## src/rtl/lcp_defines.svh

```systemverilog
/*
  Constants for the parallel host port of the character display controller.
  Assumes inclusion by the package and the port module only.
*/
// Behaviour
// - select low: write command, read busy/address
// - select high: data register both directions
// - direction line high reads, low writes
// - strobe high starts, falling edge transfers
// - four-bit mode uses upper four lines
// - drive data lines only during reads
// - busy flag on top data line
// - busy set refuses new instructions
// - two eight-bit host registers
// - command register never readable
// - data read stages RAM byte first
// - frame rate is clock over 2304
// - sub-address pin picks one of two
// - five bias levels 1:16, six 1:32
// - reset initialises all internal state except RAM contents
// - address counter on low seven lines
// - address steps after each RAM access
`ifndef LCP_DEFINES_SVH
`define LCP_DEFINES_SVH
`define LCP_DATA_W       8
`define LCP_ADDR_W       7
`define LCP_BUSY_BIT     7
`define LCP_FRAME_DIV    2304
`define LCP_EXEC_CYCLES  16'h0100
`define LCP_CLEAR_CYCLES 16'h2000
`define LCP_RAM_DEPTH    128
`define LCP_GLYPH_DEPTH  64
`define LCP_BIAS_MUX16   3'h5
`define LCP_BIAS_MUX32   3'h6
`define LCP_SUBADDR_BASE 7'h3a
`endif

```

## src/rtl/lcp_pkg.sv

```systemverilog
/*
  Types for the parallel host port.
  Assumes lcp_defines.svh is on the include path.
*/
`include "lcp_defines.svh"
package lcp_pkg;
  typedef struct packed {
    logic regSel;   // 1 data, 0 command/status
    logic readNotWr;// 1 read
    logic strobe;   // bus strobe
  } lcp_ctl_s;

  typedef struct packed {
    logic [`LCP_DATA_W-1:0] out; // driven value
    logic                   oeB; // low while driving
  } lcp_drv_s;

  typedef enum logic [1:0] {
    LCP_IDLE = 2'b00,
    LCP_EXEC = 2'b01
  } lcp_state_e;
endpackage : lcp_pkg

```

## src/rtl/lcp_host_port.sv

```systemverilog
/*
  Parallel host port: strobe sampling, command/data registers, busy flag,
  address counter, RAM staging and frame divider.
  Assumes host pins synchronous to sys_clk; strobe pulses span several cycles.
*/
`timescale 1ns/10ps
`include "lcp_defines.svh"
module lcp_host_port
  import lcp_pkg::*;
#(
  parameter int FRAME_DIV   = `LCP_FRAME_DIV,
  parameter int CLEAR_CYCLES = `LCP_CLEAR_CYCLES
) (
  input  wire logic                    sys_clk,     // 200 MHz clock
  input  wire logic                    rst_b,       // sync reset, active low
  input  wire lcp_ctl_s                ctl,         // select, direction, strobe
  input  wire logic [`LCP_DATA_W-1:0]  dataIn,      // data_lines input
  output lcp_drv_s                     dataDrv,     // data_lines out and enable
  input  wire logic                    nibbleMode,  // 1 selects 4-bit bus
  input  wire logic                    subaddrPin,  // sub-address strap
  input  wire logic                    mux32,       // 1 selects 1:32 drive
  output logic [`LCP_ADDR_W-1:0]       serialAddr,  // serial bus address
  output logic [2:0]                   biasLevels,  // bias level count
  output logic                         frameTick,   // one pulse per frame
  output logic [`LCP_DATA_W-1:0]       cmdCode,     // last accepted instruction
  output logic                         cmdValid     // pulse on accepted one
);
  logic [`LCP_DATA_W-1:0] textRam  [`LCP_RAM_DEPTH];
  logic [`LCP_DATA_W-1:0] glyphRam [`LCP_GLYPH_DEPTH];

  logic                   strobeQ, next_strobeQ;
  logic                   hiPhase, next_hiPhase;
  logic [3:0]             hiNib, next_hiNib;
  lcp_state_e             state, next_state;
  logic [15:0]            execCnt, next_execCnt;
  logic [`LCP_DATA_W-1:0] cmdReg, next_cmdReg;
  logic [`LCP_DATA_W-1:0] dataReg, next_dataReg;
  logic [`LCP_ADDR_W-1:0] addrCnt, next_addrCnt;
  logic                   glyphSel, next_glyphSel;
  logic                   incDir, next_incDir;
  logic                   next_cmdValid;
  logic [`LCP_DATA_W-1:0] next_cmdCode;
  logic [11:0]            frameCnt, next_frameCnt;
  logic                   next_frameTick;
  logic                   ramWr;
  logic [`LCP_DATA_W-1:0] ramWrData;
  logic [`LCP_DATA_W-1:0] ramRd;
  logic                   busy;
  logic                   fallEdge;
  logic                   byteDone;
  logic [`LCP_DATA_W-1:0] byteIn;
  logic [`LCP_DATA_W-1:0] rdByte;
  lcp_drv_s               next_dataDrv;
  logic                   cmdAccept;
  logic                   dataWrite;
  logic                   dataRead;

  function automatic logic [`LCP_ADDR_W-1:0] stepAddr(input logic [`LCP_ADDR_W-1:0] a, input logic up);
    stepAddr = up ? a + 7'h01 : a - 7'h01;
  endfunction : stepAddr

  // instruction class decoders
  function automatic logic isClear(input logic [`LCP_DATA_W-1:0] c);
    return c == 8'h01;
  endfunction : isClear

  function automatic logic isTextAddr(input logic [`LCP_DATA_W-1:0] c);
    return c[7];
  endfunction : isTextAddr

  function automatic logic isGlyphAddr(input logic [`LCP_DATA_W-1:0] c);
    return c[7:6] == 2'b01;
  endfunction : isGlyphAddr

  function automatic logic isEntryMode(input logic [`LCP_DATA_W-1:0] c);
    return c[7:2] == 6'h01;
  endfunction : isEntryMode

  function automatic logic isHome(input logic [`LCP_DATA_W-1:0] c);
    return (c[7:1] == 7'h01) || isClear(c);
  endfunction : isHome

  assign busy     = (state == LCP_EXEC);
  assign fallEdge = strobeQ & ~ctl.strobe;
  assign ramRd    = glyphSel ? glyphRam[addrCnt[5:0]] : textRam[addrCnt];

  // status read: busy on top line, counter below; command reg never read
  always_comb begin
    if (!ctl.regSel) begin
      rdByte = {busy, addrCnt};
    end else begin
      rdByte = dataReg;
    end
  end

  // strobe edge and nibble assembly
  always_comb begin
    next_strobeQ = ctl.strobe;
    next_hiPhase = hiPhase;
    next_hiNib   = hiNib;
    byteDone     = 1'b0;
    byteIn       = dataIn;
    if (fallEdge) begin
      if (nibbleMode) begin
        next_hiPhase = ~hiPhase;
        if (!hiPhase) begin
          next_hiNib = dataIn[7:4];
        end else begin
          byteDone = 1'b1;
          byteIn   = {hiNib, dataIn[7:4]};
        end
      end else begin
        byteDone = 1'b1;
      end
    end
    // leaving 4-bit mode realigns to the upper nibble
    if (!nibbleMode) begin
      next_hiPhase = 1'b0;
    end
  end

  always_ff @(posedge sys_clk) begin
    if (!rst_b) begin
      strobeQ <= 1'b0;
      hiPhase <= 1'b0;
      hiNib   <= 4'h0;
    end else begin
      strobeQ <= next_strobeQ;
      hiPhase <= next_hiPhase;
      hiNib   <= next_hiNib;
    end
  end

  // completed byte classified by select and direction
  assign cmdAccept = byteDone & ~ctl.readNotWr & ~ctl.regSel & ~busy;
  assign dataWrite = byteDone & ~ctl.readNotWr & ctl.regSel;
  assign dataRead  = byteDone & ctl.readNotWr & ctl.regSel;

  // instruction execution timer
  always_comb begin
    next_state   = state;
    next_execCnt = execCnt;
    if (busy) begin
      next_execCnt = execCnt - 16'h0001;
      if (execCnt <= 16'h0001) begin
        next_state = LCP_IDLE;
      end
    end
    // accept only happens when idle, so it never meets the countdown
    if (cmdAccept) begin
      next_state   = LCP_EXEC;
      next_execCnt = isClear(byteIn) ? CLEAR_CYCLES[15:0] : `LCP_EXEC_CYCLES;
    end
  end

  always_ff @(posedge sys_clk) begin
    if (!rst_b) begin
      state   <= LCP_IDLE;
      execCnt <= 16'h0000;
    end else begin
      state   <= next_state;
      execCnt <= next_execCnt;
    end
  end

  // host registers and address counter
  always_comb begin
    next_cmdReg   = cmdReg;
    next_dataReg  = dataReg;
    next_addrCnt  = addrCnt;
    next_glyphSel = glyphSel;
    next_incDir   = incDir;
    next_cmdValid = 1'b0;
    next_cmdCode  = cmdCode;
    ramWr         = 1'b0;
    ramWrData     = dataReg;
    if (cmdAccept) begin
      next_cmdReg   = byteIn;
      next_cmdValid = 1'b1;
      next_cmdCode  = byteIn;
      if (isTextAddr(byteIn)) begin
        next_addrCnt  = byteIn[6:0];
        next_glyphSel = 1'b0;
      end else if (isGlyphAddr(byteIn)) begin
        next_addrCnt  = {1'b0, byteIn[5:0]};
        next_glyphSel = 1'b1;
      end else if (isEntryMode(byteIn)) begin
        next_incDir = byteIn[1];
      end else if (isHome(byteIn)) begin
        next_addrCnt  = 7'h00;
        next_glyphSel = 1'b0;
        next_incDir   = 1'b1;
      end
    end
    // data traffic is taken even while an instruction runs
    if (dataWrite) begin
      next_dataReg = byteIn;
      ramWr        = 1'b1;
      ramWrData    = byteIn;
      next_addrCnt = stepAddr(addrCnt, incDir);
    end
    if (dataRead) begin
      next_dataReg = ramRd;
      next_addrCnt = stepAddr(addrCnt, incDir);
    end
  end

  // drive only while a read strobe is high
  always_comb begin
    next_dataDrv.oeB = ~(ctl.strobe & ctl.readNotWr);
    next_dataDrv.out = (nibbleMode && hiPhase) ? {rdByte[3:0], 4'h0} : rdByte;
  end

  // frame divider
  always_comb begin
    next_frameTick = 1'b0;
    next_frameCnt  = frameCnt + 12'h001;
    if (frameCnt == 12'(FRAME_DIV - 1)) begin
      next_frameCnt  = 12'h000;
      next_frameTick = 1'b1;
    end
  end

  assign biasLevels = mux32 ? `LCP_BIAS_MUX32 : `LCP_BIAS_MUX16;
  assign serialAddr = `LCP_SUBADDR_BASE | {6'h00, subaddrPin};

  always_ff @(posedge sys_clk) begin
    if (!rst_b) begin
      cmdReg   <= 8'h00;
      dataReg  <= 8'h00;
      addrCnt  <= 7'h00;
      glyphSel <= 1'b0;
      incDir   <= 1'b1;
      cmdValid <= 1'b0;
      cmdCode  <= 8'h00;
    end else begin
      cmdReg   <= next_cmdReg;
      dataReg  <= next_dataReg;
      addrCnt  <= next_addrCnt;
      glyphSel <= next_glyphSel;
      incDir   <= next_incDir;
      cmdValid <= next_cmdValid;
      cmdCode  <= next_cmdCode;
    end
  end

  // line drive register
  always_ff @(posedge sys_clk) begin
    if (!rst_b) begin
      dataDrv <= '{out: 8'h00, oeB: 1'b1};
    end else begin
      dataDrv <= next_dataDrv;
    end
  end

  // frame divider register
  always_ff @(posedge sys_clk) begin
    if (!rst_b) begin
      frameCnt  <= 12'h000;
      frameTick <= 1'b0;
    end else begin
      frameCnt  <= next_frameCnt;
      frameTick <= next_frameTick;
    end
  end

  // RAM contents are not reset
  always_ff @(posedge sys_clk) begin
    if (ramWr && glyphSel) begin
      glyphRam[addrCnt[5:0]] <= ramWrData;
    end
    if (ramWr && !glyphSel) begin
      textRam[addrCnt] <= ramWrData;
    end
  end
endmodule : lcp_host_port

```

## config.mk

```make
export PLATFORM = sky130hd
export DESIGN_NAME = lcp_host_port
export DESIGN_NICKNAME = d
export VERILOG_FILES = /design/src/rtl/lcp_pkg.sv /design/src/rtl/lcp_host_port.sv
export VERILOG_INCLUDE_DIRS = /design/src /design/src/rtl
export SDC_FILE = /design/constraint.sdc
export NUM_CORES = 2
export LEC_CHECK = 0
export BUFFER_PORTS_ARGS = -buffer_cell sky130_fd_sc_hd__buf_2
export CORE_MARGIN = 8
export CORE_UTILIZATION = 55
export DETAILED_ROUTE_END_ITERATION = 8
export GPL_ROUTABILITY_DRIVEN = 1
export HOLD_SLACK_MARGIN = 0.15
export PLACE_DENSITY_LB_ADDON = 0.1
export SLEW_MARGIN = 15
export SYNTH_ARGS = -nofsm -noshare
export SYNTH_HDL_FRONTEND = slang
export SYNTH_SLANG_ARGS = --single-unit
```

## constraint.sdc

```tcl
create_clock -name sys_clk -period 11.15 [get_ports sys_clk]
set_clock_uncertainty 0.05 [all_clocks]
set_input_delay 2.23 -clock sys_clk [delete_from_list [all_inputs] [get_ports sys_clk]]
set_output_delay 2.23 -clock sys_clk [all_outputs]
set_load 0.02 [all_outputs]
```

Yosys cells after proc, flatten, opt, wreduce, memory -nomap -nowiden
Memory sizes are Yosys's and may differ from the RTL's. A register that Yosys moved wholly into a read port is not among the register bits.
Index checks and enable logic that the tools add are counted.
- flip-flop bits (word level): 71
- RAM bits: 1536
- memories: 2
- add/sub/neg operators: 4
- magnitude comparators: 1
- eq/ne operators: 7
- mux-type cells: 43
- bitwise gates (word level): 17
- reduce and logical (&&, ||, !) cells: 19
- memories (name ; words ; width ; read ports ; clocked after memory_dff ; write ports ; RTL line ; RTL):
    textRam ; 128 ; 8 ; 1 ; 1 ; 1 ; lcp_host_port.sv:28 ; logic [`LCP_DATA_W-1:0] textRam [`LCP_RAM_DEPTH];
    glyphRam ; 64 ; 8 ; 1 ; 1 ; 1 ; lcp_host_port.sv:29 ; logic [`LCP_DATA_W-1:0] glyphRam [`LCP_GLYPH_DEPTH];
- operators by type and width (kind ; count):
    7-bit two-way mux ; 10
    8-bit two-way mux ; 8
    16-bit two-way mux ; 2
    1-bit two-way mux ; 19
    16-bit by 1-bit less-or-equal comparator with 1-bit output (second input constant) ; 1
    16-bit by 1-bit subtractor with 16-bit output (second input constant) ; 1
    14-bit two-way mux ; 1
    12-bit by 1-bit adder with 12-bit output (second input constant) ; 1
    12-bit equality test (second input constant) ; 1
    6-bit two-way mux ; 2
    1-bit inverter ; 9
    3-bit AND reduction ; 3
    1-bit AND ; 8
    8-bit by 1-bit equality test with 1-bit output (second input constant) ; 1
    7-bit by 1-bit adder with 7-bit output (second input constant) ; 1
    7-bit by 1-bit equality test with 1-bit output (second input constant) ; 1
    7-bit by 1-bit subtractor with 7-bit output (second input constant) ; 1
    6-bit by 1-bit equality test with 1-bit output (second input constant) ; 1
    2-bit nonzero test ; 3
    3-bit nonzero test ; 2
    5-bit inequality test (second input constant) ; 1
    5-bit nonzero test ; 1
    2-bit AND reduction ; 2
    4-bit AND reduction ; 1
    other kinds (7) ; 10

Logic depth before layout (Yosys ltp)
- word-level depth: 14
- depth in mapped cells: 12

Worst setup path before layout
Ideal clock, no wire load.
- path type: input-to-reg
- from: input port ctl[2] (netlist bit)
- to: memory glyphRam[0][2] (netlist bit), data pin
- setup time: 1.243 ns
- arrival: 8.683 ns
- data required time: 9.857 ns
- slack: 1.174 ns
- cell stages on the path: 5
- buffers on the path: 2
- cell sequence: buf_1 -> nor4b_2 -> clkbuf_1 -> nor2_1 -> a21oi_1
- longest elaborated chain between the ends: 2
- ends and longest elaborated chain (what ; RTL line ; RTL):
    start: declaration ; lcp_host_port.sv:16 ; input wire lcp_ctl_s ctl,
    1-bit AND ; lcp_host_port.sv:136 ; assign dataWrite = byteDone & ~ctl.readNotWr & ctl.regSel;
    8-bit two-way mux ; n/a ;
    via ramWrData[2] ; lcp_host_port.sv:46 ; logic [`LCP_DATA_W-1:0] ramWrData;
    end: declaration ; lcp_host_port.sv:29 ;
The timed path passes the listed nets, and every way through them passes these cells.

Worst setup path in the final report
- from: input port ctl[0] (netlist bit)
- to: memory textRam[101][7] (netlist bit) (enable)
- longest elaborated chain between the ends: 9
- ends and longest elaborated chain (what ; RTL line ; RTL):
    1-bit inverter ; lcp_host_port.sv:84 ; assign fallEdge = strobeQ & ~ctl.strobe;
    1-bit AND ; lcp_host_port.sv:84 ;
    1-bit two-way mux ; lcp_host_port.sv:103 ; if (fallEdge) begin
    1-bit AND (2 in a row) ; lcp_host_port.sv:136 ;
    1-bit two-way mux ; lcp_host_port.sv:196 ; if (dataWrite) begin
    1-bit logical AND ; lcp_host_port.sv:272 ; if (ramWr && !glyphSel) begin
    1-bit two-way mux ; lcp_host_port.sv:272 ;
    1-bit two-way mux (not written as such) ; lcp_host_port.sv:273 ; textRam[addrCnt] <= ramWrData;
    end: declaration ; lcp_host_port.sv:28 ;
Every way passes these cells.

==> impl_results.md <==
- Starting Density: 55.4%
- CP Data Required Time: 11.48 ns
- Die W: 355 um
- Leakage power: 21.3 nW
- Worst slew pin tran: 1.21 ns
- Status: finished clean
- Pwr/cell area: 175 nW/um2
- Placeable core area: 114000 um2
- Routed wire per std cell: 32.8 um
- Clk root buf: clkbuf_16
- CTS sink cnt: 1614
- Post-detail-place hpwl: 96000 um
- Post-synth cell types: 72
- Post-synth EDFFs: 1536
- Total of max-cap violations: 0
- Seq/Total Area, Yosys: 75.3%
- Switch Pwr: 2.48 mW
- Layout Area Growth over Synthesis: 11.0%
- Sw Ratio: 20.1%
- Synth async-reset ratio: 0%
- WP data arrival: 6.11 ns
- Register Area: 47700 um2
- Synth Cell Area: 63300 um2
- GRT Util Overall: 25.5%
- PnR worst setup slack: 5.37 ns
- Placed Cells: 4609
- Commonest non-fill, non-tap cell in the layout: edfxtp_1
- DRT iter0 DRCs: 3813
- Max-slew violation count: 0
- Die height: 355 um
- Synth area leaders: edfxtp_1 (73%), mux4_2 (13%), dfxtp_1 (2.5%)
- Post-synth top flop: edfxtp_1
- Setup Buffers After CTS: 0
- First-pass GRT wire length: 235000 um
- CP Class: in2reg
- Ports: 45
- Share of power burned in registers: 53.8%
- CP max FO: 15
- Hold buffer count at CTS: 0
- Initial antenna violation count: 3
- CP Launch Type: input port
- Final Cycle Share: 51.8%
- Final setup fails: 0
- Logic pwr share: 2.6%
- Via count: 32414
- Pre-CTS setup slack: 4.71 ns
- Relative slew slack: 19.4%
- RSZ-0062 raised after global routing: false
- Inserted Clock Buffers: 160
- Clk network pwr share: 43.7%
- Clock Latency Late Sink: 0.75 ns
- Fill cells: 7782
- DIE AREA: 126000 um2
- Pre-antenna DRT Iters: 5
- Setup TNS: 0 ns
- Critical Path Source: ctl[0]
- Final Net Count: 3284
- Total Power: 12.3 mW
- VDD IR max: 156 uV
- Hold Fails Final Rpt: 0
- Most frequent cells in the layout: edfxtp_1 (1536), mux4_2 (376), nor2_1 (285)
- Hold slack: 0.395 ns
- Longest Clk Path Bufs: 3
- Post-synthesis cell count: 3199
- Area share of the largest cell type after synthesis: 72.8%
- Syn_area_per_cell: 19.8 um2
- Post-route ant nets: 0
- FP Rows: 124
- Crit end category: flip-flop
- DR DRC count: 0
- Clock transition at path regs: 0.06 ns
- Warnings from Yosys: 0
- Via count of the first global-routing pass: 32507
- CTS tree: built
- Largest net degree at the start of global routing: 194
- Hold Crit Class: reg2reg
- Layout cell share with drive strength beyond 1: 22.5%
- Port bufs: 35
- Total gr overflow: 0
- Yosys reg bits: 1614
- Int Pwr: 9.85 mW
- Post-layout min period: 5.78 ns
- RePlAce Congestion: 0.891
- Post-Route WL: 161000 um
- Max Clk Rate: 173 MHz
- H-tree lvl count: 4
- Multi-input logic area: 14700 um2
- Hold_sp: frameCnt[0]$_SDFF_PP0_
- Vias per cell: 6.61
- Largest area contributor in the netlist: edfxtp_1
- Fin cells: 4905
- Post_cts resized: 0
final timing paths:
kind,cells past startpoint,slack (ns),endpoint
worst max-delay path,7,5.37,textRam[101][7]$_DFFE_PP_
worst min register to register,1,0.39,frameCnt[0]$_SDFF_PP0_
worst min-delay path,1,0.39,frameCnt[0]$_SDFF_PP0_
worst max register to register,8,6.31,dataReg[7]$_SDFF_PN0_
per-stage QoR:
step                area [um2]  utilization (%)
global route             70300             61.5
floorplan                63400                -
finish                   70300             61.5
CTS                      70300             61.5
global placement         65000             56.9
detailed placement       65100             56.9
flip-flops by register name, indices dropped and copies added (netlist names), named ones only:
name / cells
textRam: 1024
glyphRam: 512
execCnt: 16
frameCnt: 12
dataDrv: 9
cmdCode: 8
dataReg: 8
addrCnt: 7
hiNib: 4
cmdValid: 1
frameTick: 1
glyphSel: 1
hiPhase: 1
incDir: 1
state: 1
strobeQ: 1
critical path, cell delays in order:
cell and delay [ns]:
buf_2 0.11, nand2b_1 0.27, nor3b_2 0.80, nand2b_1 0.30, nor2_1 0.78, nand2_2 0.80, nor2_1 0.80
power by group through the flow:
stage,clock network [mW],logic (mW),registers (mW)
2_1_floorplan,0,0.193,6.77
3_3_place_gp,0,0.317,6.76
3_5_place_dp,0,0.320,6.76
4_1_cts,5.44,0.321,6.63
5_1_grt,5.66,0.336,6.63
6_report,5.38,0.318,6.63
cell families after synthesis:
logic type,after synthesis,synth area share [%]
flops,1614,75.3
simple gates,545,3.89
buf+inv,212,1.72
xor+xnor,24,0.332
compound gates,298,3.27
other cells,2,0.0119
mux,495,15.3
fa+ha+maj,9,0.190
cell usage after synthesis, types with 9 or more instances:
cell / n
edfxtp_1: 1536
mux4_2: 376
nor2_1: 287
mux2i_1: 102
nand2_1: 87
dfxtp_1: 78
clkbuf_1: 72
a22oi_1: 63
a21oi_1: 62
buf_2: 55
nand3_1: 40
buf_4: 38
a211oi_1: 29
o21ai_0: 28
nor2b_1: 23
nor3_1: 21
o22ai_1: 21
buf_1: 18
mux2_2: 17
inv_1: 16
or2_2: 14
xnor2_1: 14
and2_1: 11
buf_6: 11
a221oi_1: 10
a31oi_1: 10
xor2_1: 10
o211ai_1: 9
final cells by class:
class / count / area share [%]
sequential: 1614 / 67.8
multi-input combinational: 1378 / 20.9
clock buffer: 193 / 6.13
tap: 1512 / 2.69
clock inverter: 102 / 1.35
timing repair buffer: 87 / 1.01
inverter: 18 / 0.0961
antenna: 1 / 0.00356
layer usage:
metal,vias up,global-route usage [%],part of all wire (%),wire (um)
li1,13250,-,-,-
met1,17063,37.1,41,65700
met2,1821,39.1,47,75000
met3,278,5.79,9.6,15500
met4,2,7.73,3.0,4840
met5,-,0,0.0081,13
(Power assumes the default switching activity.)
